[config.mk]
export PLATFORM = sky130hd
export DESIGN_NAME = loop_gain_config
export DESIGN_NICKNAME = d
export VERILOG_FILES = /design/src/shared/loop_gain_pkg.sv /design/src/hdl/loop_gain_config.sv
export SDC_FILE = /design/constraint.sdc
export NUM_CORES = 1
export LEC_CHECK = 0
export ABC_AREA = 1
export BUFFER_PORTS_ARGS = -buffer_cell sky130_fd_sc_hd__buf_2
export CAP_MARGIN = 20
export CORE_UTILIZATION = 50
export CTS_BUF_LIST = sky130_fd_sc_hd__clkbuf_8
export CTS_CLUSTER_SIZE = 25
export DETAILED_ROUTE_END_ITERATION = 12
export PLACE_DENSITY_LB_ADDON = 0.08
export REMOVE_ABC_BUFFERS = 1
export SLEW_MARGIN = 20
export SYNTH_ARGS = -nofsm -noshare
export SYNTH_HDL_FRONTEND = slang
export SYNTH_SLANG_ARGS = --single-unit
[constraint.sdc]
create_clock -name i_clock -period 1.34 [get_ports i_clock]
set_input_delay 0.335 -clock i_clock [delete_from_list [all_inputs] [get_ports i_clock]]
set_output_delay 0.335 -clock i_clock [all_outputs]
set_load 0.005 [all_outputs]
[src/shared/loop_gain_pkg.sv]
// Constants and field layouts for the loop filter gain configuration registers
package loop_gain_pkg;
	// Register offsets on the serial configuration port
	localparam logic [7:0] LOOP1_DAMPING_OFFSET = 8'h6B;
	localparam logic [7:0] LOOP2_GAIN_OFFSET    = 8'h6C;
	// Reset values
	localparam logic [7:0] LOOP1_DAMPING_RESET  = 8'h13;
	localparam logic [7:0] LOOP2_GAIN_RESET     = 8'hC2;
	// Writable bit masks; unused bits read as zero
	localparam logic [7:0] LOOP1_DAMPING_MASK   = 8'h77;
	localparam logic [7:0] LOOP2_GAIN_MASK      = 8'hF7;
	// Damping codes
	localparam logic [2:0] DAMP_CODE_1  = 3'h1;
	localparam logic [2:0] DAMP_CODE_2  = 3'h2;
	localparam logic [2:0] DAMP_CODE_3  = 3'h3;
	localparam logic [2:0] DAMP_CODE_4  = 3'h4;
	localparam logic [2:0] DAMP_CODE_5  = 3'h5;
	// Damping factors in tenths
	localparam logic [7:0] FACTOR_1P2   = 8'h0C;
	localparam logic [7:0] FACTOR_2P5   = 8'h19;
	localparam logic [7:0] FACTOR_5     = 8'h32;
	localparam logic [7:0] FACTOR_10    = 8'h64;
	localparam logic [7:0] FACTOR_20    = 8'hC8;
	localparam logic [7:0] DATA_ZERO    = 8'h00;
	localparam logic [2:0] GAIN_ZERO    = 3'h0;

	// Selected loop bandwidth
	typedef enum logic [1:0] {
		BW_18_HZ = 2'b00,
		BW_35_HZ = 2'b01,
		BW_70_HZ = 2'b10
	} bandwidth_type;

	// Locking mode of a loop
	typedef enum logic [1:0] {
		LOCK_DIGITAL     = 2'b00,
		LOCK_ANALOG_HIGH = 2'b01,
		LOCK_ANALOG_LOW  = 2'b10
	} lock_mode_type;

	// First loop damping register layout
	typedef struct packed {
		logic       unused_7;
		logic [2:0] loop1_lowfreq_analog_gain;
		logic       unused_3;
		logic [2:0] loop1_damping_code;
	} damping_reg_type;

	// Second loop detector gain register layout
	typedef struct packed {
		logic       loop2_auto_gain_select;
		logic [2:0] loop2_highfreq_analog_gain;
		logic       unused_3;
		logic [2:0] loop2_digital_gain;
	} gain_reg_type;

	// Register access request from the serial port front end
	typedef struct packed {
		logic       write_strobe;
		logic       read_strobe;
		logic [7:0] address;
		logic [7:0] write_data;
	} reg_request_type;
endpackage

[src/hdl/loop_gain_config.sv]
// Loop filter damping and phase detector 2 gain configuration registers
// Notes on behaviour
// Damping codes 1, 2, 3 give factors 1.2, 2.5, 5 at every bandwidth.
// Code 4 gives 5 at 18 Hz else 10; code 5 gives 5, 10, 20 at 18, 35, 70 Hz.
// Damping register bits 6:4 are the first loop gain for analog lock at 8 kHz or less.
// That low frequency gain is applied only while the first loop auto gain select is on; second loop analog low lock uses it whatever that select is.
// With gain enable bit 7 clear the second loop does not use phase detector 2.
// With it set the gain follows lock mode: digital, high analog, or low analog field.
// Gain register bits 6:4 are the second loop gain for analog lock above 8 kHz.
// The high frequency analog field is ignored while auto gain select is off.
// Bits 2:0 are the digital feedback gain and are always applied when auto select is off.
// Unused bits 7 and 3 of the damping register and bit 3 of the gain register read zero.
`timescale 1ns/1ps
`default_nettype none
module loop_gain_config
	import loop_gain_pkg::*;
(
	input  wire logic            i_clock,
	input  wire logic            i_reset_n,
	input  wire reg_request_type i_request,
	input  wire bandwidth_type   i_loop1_bandwidth,
	input  wire lock_mode_type   i_loop1_lock_mode,
	input  wire logic            i_loop1_auto_gain_select,
	input  wire lock_mode_type   i_loop2_lock_mode,
	output logic [7:0]           o_read_data,
	output logic [7:0]           o_loop1_damping_factor,
	output logic [2:0]           o_loop1_lowfreq_gain,
	output logic                 o_loop1_lowfreq_gain_valid,
	output logic                 o_loop2_detector_enable,
	output logic [2:0]           o_loop2_detector_gain
);

	// Reset release synchroniser; assertion stays asynchronous
	// Release is held back two edges so no flop leaves reset on a marginal edge
	logic reset_meta_n;
	logic reset_sync_n;
	always_ff @(posedge i_clock or negedge i_reset_n) begin
		if (!i_reset_n) begin
			reset_meta_n <= 1'b0;
			reset_sync_n <= 1'b0;
		end else begin
			reset_meta_n <= 1'b1;
			reset_sync_n <= reset_meta_n;
		end
	end

	// Register storage
	// Held as the packed layouts so the field names follow the bit positions
	damping_reg_type loop1_damping_config;
	gain_reg_type    loop2_detector_gain_config;

	// Address decode
	// A strobe qualifies the decode; an address alone changes nothing
	wire hit_damping = (i_request.address == LOOP1_DAMPING_OFFSET);
	wire hit_gain    = (i_request.address == LOOP2_GAIN_OFFSET);
	wire write_damping = i_request.write_strobe && hit_damping;
	wire write_gain    = i_request.write_strobe && hit_gain;

	// Unused bits masked off so they never store a one
	wire [7:0] next_damping = i_request.write_data & LOOP1_DAMPING_MASK;
	wire [7:0] next_gain    = i_request.write_data & LOOP2_GAIN_MASK;

	// Configuration register writes
	// The two hits exclude each other, so no write priority is needed
	always_ff @(posedge i_clock or negedge reset_sync_n) begin
		if (!reset_sync_n) begin
			loop1_damping_config       <= damping_reg_type'(LOOP1_DAMPING_RESET);
			loop2_detector_gain_config <= gain_reg_type'(LOOP2_GAIN_RESET);
		end else begin
			if (write_damping) begin
				loop1_damping_config <= damping_reg_type'(next_damping);
			end
			if (write_gain) begin
				loop2_detector_gain_config <= gain_reg_type'(next_gain);
			end
		end
	end

	// Read mux; unmapped addresses read zero
	// Reading has no side effect, so a repeated read returns the same value
	wire [7:0] next_read_data = hit_damping ? 8'(loop1_damping_config) :
		hit_gain ? 8'(loop2_detector_gain_config) : DATA_ZERO;

	// Damping factor lookup against the selected bandwidth
	// Factors are carried in tenths so 1.2 and 2.5 stay whole numbers
	wire [2:0] damping_code = loop1_damping_config.loop1_damping_code;
	wire [7:0] factor_code_4 = (i_loop1_bandwidth == BW_18_HZ) ? FACTOR_5 : FACTOR_10;
	wire [7:0] factor_code_5 = (i_loop1_bandwidth == BW_18_HZ) ? FACTOR_5 :
		(i_loop1_bandwidth == BW_35_HZ) ? FACTOR_10 : FACTOR_20;
	// Codes 0, 6 and 7 have no defined factor; they fall back to the reset factor
	wire [7:0] next_factor = (damping_code == DAMP_CODE_1) ? FACTOR_1P2 :
		(damping_code == DAMP_CODE_2) ? FACTOR_2P5 :
		(damping_code == DAMP_CODE_3) ? FACTOR_5 :
		(damping_code == DAMP_CODE_4) ? factor_code_4 :
		(damping_code == DAMP_CODE_5) ? factor_code_5 : FACTOR_5;

	// First loop low frequency analog gain, gated by its own auto select
	// The gain value is always shown; the valid flag says when the loop may apply it
	wire next_lowfreq_valid = i_loop1_auto_gain_select &&
		(i_loop1_lock_mode == LOCK_ANALOG_LOW);
	wire [2:0] next_lowfreq_gain = loop1_damping_config.loop1_lowfreq_analog_gain;

	// Second loop gain selection by lock mode
	// Analog low lock borrows the first loop field, the only 8 kHz gain field in this block
	wire       auto_select = loop2_detector_gain_config.loop2_auto_gain_select;
	wire [2:0] auto_gain =
		(i_loop2_lock_mode == LOCK_ANALOG_HIGH) ? loop2_detector_gain_config.loop2_highfreq_analog_gain :
		(i_loop2_lock_mode == LOCK_ANALOG_LOW) ? loop1_damping_config.loop1_lowfreq_analog_gain :
		loop2_detector_gain_config.loop2_digital_gain;
	// Digital gain stays on the output when auto select is off, so the loop sees a sane value
	wire [2:0] next_loop2_gain = auto_select ? auto_gain :
		loop2_detector_gain_config.loop2_digital_gain;

	// Registered outputs
	// Every output leaves a flop so the loops see no decode glitches
	// Read data changes only on a read strobe and holds for a slow front end
	always_ff @(posedge i_clock or negedge reset_sync_n) begin
		if (!reset_sync_n) begin
			o_read_data                <= DATA_ZERO;
			o_loop1_damping_factor     <= FACTOR_5;
			o_loop1_lowfreq_gain       <= GAIN_ZERO;
			o_loop1_lowfreq_gain_valid <= 1'b0;
			o_loop2_detector_enable    <= 1'b0;
			o_loop2_detector_gain      <= GAIN_ZERO;
		end else begin
			if (i_request.read_strobe) begin
				o_read_data <= next_read_data;
			end
			o_loop1_damping_factor     <= next_factor;
			o_loop1_lowfreq_gain       <= next_lowfreq_gain;
			o_loop1_lowfreq_gain_valid <= next_lowfreq_valid;
			o_loop2_detector_enable    <= auto_select;
			o_loop2_detector_gain      <= next_loop2_gain;
		end
	end
endmodule // loop_gain_config
`default_nettype wire

==> run_results.csv, run 1 <==
group,metric,value,unit
grt,antenna_found_initial,0,
floorplan,boundaryPins,51,
sta,setup_viol,0,
worst_setup_path,critPathBufInv,1,
route,dr_wl_met2,1.42,mm
route,drt-total-wl,3.00,mm
worst_setup_path,reg2reg_depth,5,
worst_setup_path,cp_cell_sequence,"buf_2",
finish,instances_no_fill,279,
sta,setup_tns,0,ns
grt,gr-usage-all-layers,20.1,%
worst_setup_path,cp-start-kind,"register",
finish,filler_cell_count,270,
clocking,clock_latency,0.29,ns
place,placed_cells,270,
floorplan,core,0.00308,mm²
worst_setup_path,r2r_setup_slack,0.13,ns
clocking,clock_path_buffers,2,
power,ir_drop,0.669,mV
route,dr.pass1.iters,4,
clocking,cts_buffers,5,
run_status,status,"finished clean",
finish,syn_to_final_growth,23.3,%
sta,drv_slew,0,
worst_setup_path,crit_cells,1,
route,top_layer_used,"met4",
floorplan,dieArea,0.00350,mm²
sta,min_period,1.23,ns
min_path,hold_path_startpoint,"i_loop1_lock_mode[0]",
grt,grt.overflow.total,0,
min_path,worst_hold_path.endpoint,"o_loop1_lowfreq_gain_valid",
worst_setup_path,required,1.00,ns
synthesis,synth-seq-area-share,58.8,%
route,antenna_left,0,
synthesis,netlist_area,0.00164,mm²
min_path,hp-class,"primary input to register",
sta,rsz0062_at_grt,"no",
worst_setup_path,arrival,0.90,ns
sta,fmax,812,MHz
clocking,cts_tree,"yes",
synthesis,async_flop_share,100,%
finish,drive_above_1_share,34.5,%
synthesis,synth.top_cells.by_count,"nand2_1 (56), dfrtp_1 (29), inv_1 (27)",
synthesis,synth-seq-cells,38,
floorplan,start_util,53.1,%
route,met3WireLength,141,µm
sta,period_share,91.9,%
synthesis,ys.flop_type,"dfrtp_1",
min_path,whs_path_depth,2,
finish,fin_util,65.5,%
sta,finalHoldViolCount,0,
route,via_per_inst,4.50,
synthesis,yosysTopAreaCellShare,44.4,%
synthesis,synth_most_common_cell,"nand2_1",
worst_setup_path,max_stage_delay,0.52,ns
clocking,clock_sinks,38,
clocking,cts_resized,0,
synthesis,synth-edff-count,0,
place,hpwl,2.24,mm
finish,num_antenna_cells,0,
route,wl_met1,1.37,mm
clocking,cts-root-buf,"clkbuf_8",
finish,fin_nets,261,
power,power.density,1090,mW/mm²
floorplan,die_h,59.2,µm
synthesis,syn-instance-count,178,
route,vias,1255,
worst_setup_path,endpoint_kind,"output pin",
floorplan,row_count,20,
grt,grt_pass1_vias,1217,
worst_setup_path,crit_family,"flip-flops",
worst_setup_path,r2r_start,"damping_code[0]",
synthesis,ys_types,17,
route,drt_iter0_markers,70,
synthesis,ys_top_cells_by_area,"dfrtp_1 (44%), dfstp_2 (14%), nand2_1 (13%)",
grt,grt_start_max_net_pins,37,
route,wl_per_cell,10.7,µm
grt,grt_pass1_wl,5.10,mm
worst_setup_path,crit_path_max_fanout,1,
synthesis,synth_area_leader_cell,"dfrtp_1",
floorplan,dieWidth,59.2,µm
route,drc_errors,0,
power,p_leak,1.11,nW
synthesis,synth_area_per_cell,9.19,µm²
clocking,path_clk_slew,0.07,ns
worst_setup_path,path_class,"register to output pin",
sta,worst_clock_skew,0.00659,ns
worst_setup_path,r2r-end,"o_loop1_damping_factor[5]",
clocking,cts.htree.levels,2,
synthesis,yosysWarnings,0,
worst_setup_path,slowest_stage,"dfstp_2",
place,io_buffer_count,48,
job,drv_cap,0,
place,place_congestion,0.765,
[flip-flops by register name (all words and copies together) (netlist names)]
signal / flops
loop2_detector_gain_config: 6
next_lowfreq_gain: 3
reset_meta_n: 1
damping_code: 3
o_loop1_damping_factor: 8
o_loop2_detector_gain: 3
o_read_data: 7
o_loop1_lowfreq_gain: 3
auto_select: 1
o_loop1_lowfreq_gain_valid: 1
reset_sync_n: 1
o_loop2_detector_enable: 1
[kinds of logic (layout without fill, tap and decap cells)]
group	after synthesis	after routing	synth area share (%)
compound gates	21	21	8.26
other cells	2	2	0.459
buf+inv	31	88	8.49
simple gates	86	86	23.9
flops	38	38	58.8
[worst max path at each step]
stage,from,end,slack [ns]
finish,o_loop1_damping_factor[1],o_loop1_damping_factor[1],0.11
CTS,o_loop1_damping_factor[1],o_loop1_damping_factor[1],0.09
global route,damping_code[0],o_loop1_damping_factor[5],0.02
global placement,i_request[15],o_read_data[5],0.12
detailed placement,i_request[12],next_lowfreq_gain[2],0.09
floorplan,i_request[15],loop2_detector_gain_config[0],0.15
[repair_timing]
item / in CTS / in global routing
hold buffers: 1 / 0
buffers inserted: 0 / 0
endpoints found under the hold margin: 2 / 0
[power breakdown]
group / switching (mW) / internal, mW / total (mW)
Sequential: 0.0322 / 1.23 / 1.26
Clock: 0.370 / 0.352 / 0.722
Combinational: 0.127 / 0.0915 / 0.219
Total: 0.529 / 1.67 / 2.20
[layout make-up]
cell class | count | area (µm²) | share of cell area, %
repair buffers | 53 | 280 | 13.9
multi-input cells | 109 | 534 | 26.5
flip-flops and latches | 38 | 962 | 47.7
inverters | 27 | 101 | 5.03
clock buffers | 5 | 68.8 | 3.41
well taps | 44 | 55.1 | 2.73
clock inverters | 3 | 13.8 | 0.683
[layer usage]
metal / up-vias / global-route usage (%)
li1: 655 / -
met1: 556 / 24.3
met2: 37 / 33.2
met3: 7 / 4.15
met4: 0 / 11.2
met5: - / 0
[cells in the final DEF (no fill, tap or decap)]
cell type      Yosys  layout
a21boi_0           1       1
buf_2              0      48
buf_4              2       4
clkbuf_8           0       5
clkinv_2           0       2
conb_1             2       2
dfrtp_1           29      29
dfstp_2            9       9
dlygate4sd3_1      0       1
inv_1             27      28
nand2_1           56      56
nand2_2            1       1
nand3_1           15      15
nand3_4            1       1
nor2_1             6       6
nor2_4             4       4
nor3_1             3       3
o21ai_0           12      12
o21ai_2            7       7
o22ai_1            1       1
[metrics by stage]
stage               power [mW]  instance area, µm²  worst slack [ns]  hold slack (ns)
floorplan                 1.38                1600             0.154           0.0394
global placement          1.49                1920             0.125            0.119
detailed placement        1.50                1920            0.0908            0.120
CTS                       2.23                2020            0.0929            0.192
global route              2.30                2020            0.0234            0.198
finish                    2.20                2020             0.109            0.197
Note: power is estimated with default switching activity, not from simulation.
==> run 2: changes to the inputs <==
--- a/config.mk
+++ b/config.mk
@@ -5,7 +5,6 @@
 export SDC_FILE = /design/constraint.sdc
 export NUM_CORES = 1
 export LEC_CHECK = 0
-export ABC_AREA = 1
 export BUFFER_PORTS_ARGS = -buffer_cell sky130_fd_sc_hd__buf_2
 export CAP_MARGIN = 20
 export CORE_UTILIZATION = 50
==> run 2 against run 1 <==
Compared with the run above: the run now ends with design-rule violations left; synthesized area decreased by 7.0%; first-iteration DRC count is 60% lower; sequential power about the same; worst setup slack improved by 0.0029 ns; combinational power shrank 5%; clock power up 7.9%; highest routed layer unchanged.
==> run_results.csv, run 2 <==
group,metric,value,unit
route,via_per_inst,5.16,
power,seqPwrFrac,55.7,%
sta,period_share,91.7,%
finish,drive_above_1_share,52.0,%
worst_setup_path,arrival,1.40,ns
grt,antenna_found_initial,0,
sta,rsz0062_at_grt,"no",
job,drv_cap,0,
sta,setup_ws,0.112,ns
grt,grt.overflow.total,0,
finish,final_common_cell,"buf_2",
clocking,cts_buffers,5,
route,wl_met1,1.21,mm
power,power.density,1130,mW/mm²
floorplan,core,0.00283,mm²
power,p_sw_share,22.4,%
place,place_congestion,0.754,
floorplan,start_util,53.7,%
worst_setup_path,r2r_start,"auto_select",
place,hpwl,2.06,mm
place,io_buffer_count,48,
worst_setup_path,slowest_stage,"mux2_2",
sta,finalHoldViolCount,0,
min_path,hold_path_startpoint,"i_loop1_lock_mode[0]",
power,ir_drop,0.620,mV
worst_setup_path,cp_cell_sequence,"buf_2, nand4bb_4, nor3b_4, buf_4, mux2_2",
floorplan,dieWidth,57.1,µm
power,power_frac_clock,35.0,%
run_status,violations,"design-rule violations",
route,drt-total-wl,2.83,mm
worst_setup_path,r2r_setup_slack,0.19,ns
route,dr_wl_met2,1.42,mm
worst_setup_path,reg2reg_depth,2,
place,place_ws,-0.255,ns
finish,num_antenna_cells,0,
worst_setup_path,cp-start-kind,"primary input",
floorplan,dieArea,0.00326,mm²
route,dr.pass1.iters,8,
synthesis,synth-seq-cells,38,
clocking,clock_sinks,38,
sta,fmax,814,MHz
sta,holdWs,0.187,ns
grt,grt_pass1_wl,4.86,mm
synthesis,netlist_area,0.00152,mm²
power,p_leak,1.00,nW
route,antenna_left,0,
finish,largest-register,"o_loop1_damping_factor",
grt,gr-usage-all-layers,20.3,%
finish,fin_nets,205,
min_path,worst_hold_path.endpoint,"o_loop1_lowfreq_gain_valid",
min_path,hp-class,"primary input to register",
synthesis,synth.top_cells.by_count,"dfrtp_1 (29), mux2_2 (13), o22ai_1 (11)",
run_status,status,"finished, violations left",
worst_setup_path,max_stage_delay,0.34,ns
route,drt_iter0_markers,28,
synthesis,async_flop_share,100,%
synthesis,synth-edff-count,0,
sta,setup_viol,0,
sta,setup_tns,0,ns
worst_setup_path,required,1.51,ns
finish,fin_util,69.4,%
worst_setup_path,endpoint_kind,"register",
power,combPwrFrac,9.3,%
synthesis,ys_types,24,
finish,syn_to_final_growth,29.1,%
finish,largest_reg_flops,8,
synthesis,synth_area_leader_cell,"dfrtp_1",
route,top_layer_used,"met4",
min_path,whs_path_depth,2,
clocking,clock_path_buffers,2,
synthesis,synth_area_per_cell,13.0,µm²
worst_setup_path,r2r-end,"o_loop2_detector_gain[0]",
route,met3WireLength,147,µm
grt,grt_pass1_vias,1086,
finish,filler_cell_count,227,
power,p_total,2.22,mW
synthesis,synth-seq-area-share,63.3,%
synthesis,ys_top_cells_by_area,"dfrtp_1 (48%), dfstp_2 (16%), mux2_2 (9.6%)",
sta,drv_slew,0,
grt,grt_start_max_net_pins,37,
synthesis,yosysWarnings,0,
power,internal-power,1.72,mW
route,wl_per_cell,13.5,µm
clocking,cts.htree.levels,2,
clocking,cts_tree,"yes",
route,vias,1083,
clocking,cts-root-buf,"clkbuf_8",
power,p_switching,0.498,mW
sta,worst_clock_skew,0.00410,ns
floorplan,die_h,57.1,µm
synthesis,yosysTopAreaCellShare,47.7,%
synthesis,synth_most_common_cell,"dfrtp_1",
worst_setup_path,crit_path_max_fanout,7,
floorplan,boundaryPins,51,
finish,most-common-layout-cells,"buf_2 (48), dfrtp_1 (29), mux2_2 (13)",
synthesis,syn-instance-count,117,
clocking,path_clk_slew,0.07,ns
clocking,clock_latency,0.29,ns
route,drc_errors,5,
worst_setup_path,path_class,"primary input to register",
floorplan,row_count,19,
synthesis,ys.flop_type,"dfrtp_1",
finish,largestRegisters,"o_loop1_damping_factor: 8 flops, o_read_data: 7 flops, loop2_detector_gain_config: 6 flops",
sta,min_period,1.23,ns
run 2: layout make-up:
class / count / area [µm²] / area share, %
Clock buffer: 6 / 82.6 / 4.21
Sequential cell: 38 / 962 / 49.0
Multi-Input combinational cell: 65 / 512 / 26.1
Inverter: 9 / 33.8 / 1.72
Clock inverter: 2 / 8.76 / 0.446
Timing Repair Buffer: 59 / 325 / 16.6
Tap cell: 31 / 38.8 / 1.98
run 2: cells by family after synthesis:
group                  count (synthesis)  share of synthesized area, %
other                                  2                         0.494
multiplexers                          13                          9.63
AND/OR/NAND/NOR                       26                          12.1
buffers and inverters                 14                          3.79
AO/OA/AOI/OAI                         24                          10.7
flip-flops                            38                          63.3
run 2: power by group through the flow:
stage / registers [mW] / logic, mW / clock network [mW]
2_1_floorplan: 1.27 / 0.0718 / 0
3_3_place_gp: 1.26 / 0.196 / 0
3_5_place_dp: 1.26 / 0.202 / 0
4_1_cts: 1.24 / 0.205 / 0.798
5_1_grt: 1.24 / 0.232 / 0.836
6_report: 1.24 / 0.207 / 0.779
run 2: worst max-delay path by stage:
stage                       start                       endpoint  slack, ns  depth (start not counted)
detailed placement  i_request[15]  loop2_detector_gain_config[4]      -0.26                          5
global route        i_request[15]  loop2_detector_gain_config[4]       0.06                          5
finish              i_request[15]  loop2_detector_gain_config[4]       0.11                          5
global placement    i_request[15]  loop2_detector_gain_config[0]      -0.24                          5
floorplan            i_request[9]  loop2_detector_gain_config[0]      -0.13                          3
CTS                 i_request[15]  loop2_detector_gain_config[4]       0.04                          5
run 2: what timing repair did:
item | 4_1_cts | 5_1_grt
endpoints found under the setup margin | 0 | 7
setup buffers | 0 | 0
gates resized for setup | 0 | 1
endpoints found under the hold margin | 2 | 0
hold buffers | 1 | 0
run 2: metrics by stage:
step	instances	area (µm²)
after floorplan	112	1500
after global placement	201	1850
after detailed placement	201	1850
after CTS	210	1950
after global routing	210	1960
final	210	1960
run 2: critical path: cells and delay by family:
family                 cells  cell delay, ns
buffers and inverters      2            0.28
muxes                      1            0.34
and+or+nand+nor            2            0.44
run 2: per-layer routing:
metal	track usage, %	vias to the layer above
met2	32.9	35
li1	-	531
met3	6.12	6
met1	25.5	511
met5	0	-
met4	8.36	0
==> run 3: changes to the inputs <==
--- a/config.mk
+++ b/config.mk
@@ -7,6 +7,7 @@
 export LEC_CHECK = 0
 export BUFFER_PORTS_ARGS = -buffer_cell sky130_fd_sc_hd__buf_2
 export CAP_MARGIN = 20
+export CORE_MARGIN = 2
 export CORE_UTILIZATION = 50
 export CTS_BUF_LIST = sky130_fd_sc_hd__clkbuf_8
 export CTS_CLUSTER_SIZE = 25
==> run 3 against run 2 <==
Compared with the run above: the run now ends clean; fmax is 0.35% lower; largest power group unchanged; critical path depth is the same; die area increased by 7.1%; cell count up 0.95%; highest routed layer unchanged; non-clock buffer count unchanged.
==> run_results.csv, run 3 (synthesis gave the netlist of run 2 again) <==
group,metric,value,unit
floorplan,dieArea,0.00350,mm²
sta,drv_slew,0,
floorplan,boundaryPins,51,
finish,drive_above_1_share,51.4,%
worst_setup_path,path_class,"primary input to register",
finish,syn_to_final_growth,30.3,%
grt,antenna_found_initial,0,
sta,rsz0062_at_grt,"no",
place,io_buffer_count,48,
run_status,status,"finished clean",
sta,setup_tns,0,ns
sta,worst_clock_skew,0.00510,ns
floorplan,die_h,59.1,µm
worst_setup_path,endpoint_kind,"register",
finish,fin_util,66.5,%
floorplan,start_util,51.1,%
sta,setup_viol,0,
worst_setup_path,required,1.50,ns
worst_setup_path,crit_path_max_fanout,7,
route,vias,1081,
worst_setup_path,reg2reg_depth,2,
finish,filler_cell_count,251,
route,drt_iter0_markers,46,
route,wl_per_cell,13.3,µm
worst_setup_path,arrival,1.40,ns
sta,finalHoldViolCount,0,
floorplan,core,0.00298,mm²
worst_setup_path,cp_cell_sequence,"buf_2, nand4bb_4, nor3b_4, buf_4, mux2_2",
finish,largest_reg_flops,8,
clocking,cts-root-buf,"clkbuf_8",
route,via_per_inst,5.10,
clocking,cts_tree,"yes",
route,dr.pass1.iters,4,
place,place_congestion,0.783,
power,ir_drop,0.841,mV
sta,holdWs,0.207,ns
job,drv_cap,0,
sta,period_share,92.0,%
finish,largestRegisters,"o_loop1_damping_factor: 8 flops, o_read_data: 7 flops, loop2_detector_gain_config: 6 flops",
clocking,cts_buffers,5,
finish,largest-register,"o_loop1_damping_factor",
finish,fin_nets,205,
clocking,clock_path_buffers,2,
grt,grt_pass1_wl,4.61,mm
floorplan,row_count,20,
grt,gr-usage-all-layers,18.2,%
sta,min_period,1.23,ns
clocking,clock_latency,0.28,ns
clocking,cts.htree.levels,2,
clocking,path_clk_slew,0.07,ns
worst_setup_path,cp-start-kind,"primary input",
grt,grt.overflow.total,0,
min_path,hp-class,"primary input to register",
place,hpwl,2.16,mm
finish,num_antenna_cells,0,
route,drc_errors,0,
clocking,clock_sinks,38,
finish,final_common_cell,"buf_2",
worst_setup_path,max_stage_delay,0.34,ns
grt,grt_pass1_vias,1045,
finish,most-common-layout-cells,"buf_2 (48), dfrtp_1 (29), mux2_2 (13)",
min_path,whs_path_depth,2,
worst_setup_path,slowest_stage,"mux2_2",
power,power.density,1180,mW/mm²
grt,grt_start_max_net_pins,37,
route,antenna_left,0,
floorplan,dieWidth,59.1,µm
sta,fmax,811,MHz
power,p_leak,1.01,nW
route,drt-total-wl,2.81,mm
-- run 3: cell types whose count changed in the layout (fill, tap and decap cells not counted), sizes merged --
cell    previous run  this run
bufinv             0         1
clkbuf             6         5
clkinv             1         0
inv               10        11
-- run 3: report_power, final --
part	switching (mW)	internal [mW]	leakage [nW]
logic	0.100	0.105	0.458
clock network	0.357	0.541	0.0607
registers	0.0245	1.21	0.490
total	0.481	1.86	1.01
-- run 3: critical path, delay by kind of cell --
family | cells | cell delay [ns]
AND/OR/NAND/NOR | 2 | 0.44
multiplexers | 1 | 0.34
buffers and inverters | 2 | 0.28
-- run 3: layout make-up --
type | count | area, µm² | area share (%)
sequential | 38 | 962 | 48.6
multi-input combinational | 65 | 512 | 25.8
timing repair buffer | 59 | 325 | 16.4
clock buffer | 5 | 68.8 | 3.47
tap | 33 | 41.3 | 2.08
clock inverter | 3 | 37.5 | 1.90
inverter | 9 | 33.8 | 1.71
-- run 3: final timing paths --
| path | startpoint | end | slack, ns |
|---|---|---|---|
| worst max-delay path | i_request[15] | loop2_detector_gain_config[0] | 0.11 |
| max in group asynchronous | reset_sync_n | loop2_detector_gain_config[1] | 0.73 |
| worst max register to register | auto_select | o_loop2_detector_gain[1] | 0.18 |
| min in group asynchronous | reset_sync_n | loop2_detector_gain_config[4] | 0.27 |
| worst min register to register | reset_sync_n | loop2_detector_gain_config[4] | 0.27 |
| worst min-delay path | i_loop1_lock_mode[0] | o_loop1_lowfreq_gain_valid | 0.21 |
-- run 3: timing repair --
| item | 4_1_cts | 5_1_grt |
|---|---|---|
| hold buffers | 1 | 0 |
| setup buffers | 0 | 0 |
| hold endpoints to repair | 2 | 0 |
| resized for setup | 0 | 1 |
| setup endpoints to repair | 0 | 7 |
-- run 3: per-layer routing --
layer	global-route usage (%)	up-vias	part of all wire, %
met1	20.8	513	40
met2	31.3	41	53
met4	6.82	0	0.68
met3	6.55	2	6.4
li1	-	525	-
met5	0	-	0
-- run 3: metrics by stage --
step	std cells	worst slack [ns]	area [µm²]	total power [mW]
6_report	212	0.107	1980	2.34
5_1_grt	212	0.0362	1980	2.45
4_1_cts	212	0.0313	1970	2.37
3_5_place_dp	203	-0.269	1850	1.46
3_3_place_gp	203	-0.242	1850	1.45
2_1_floorplan	112	-0.135	1500	1.35
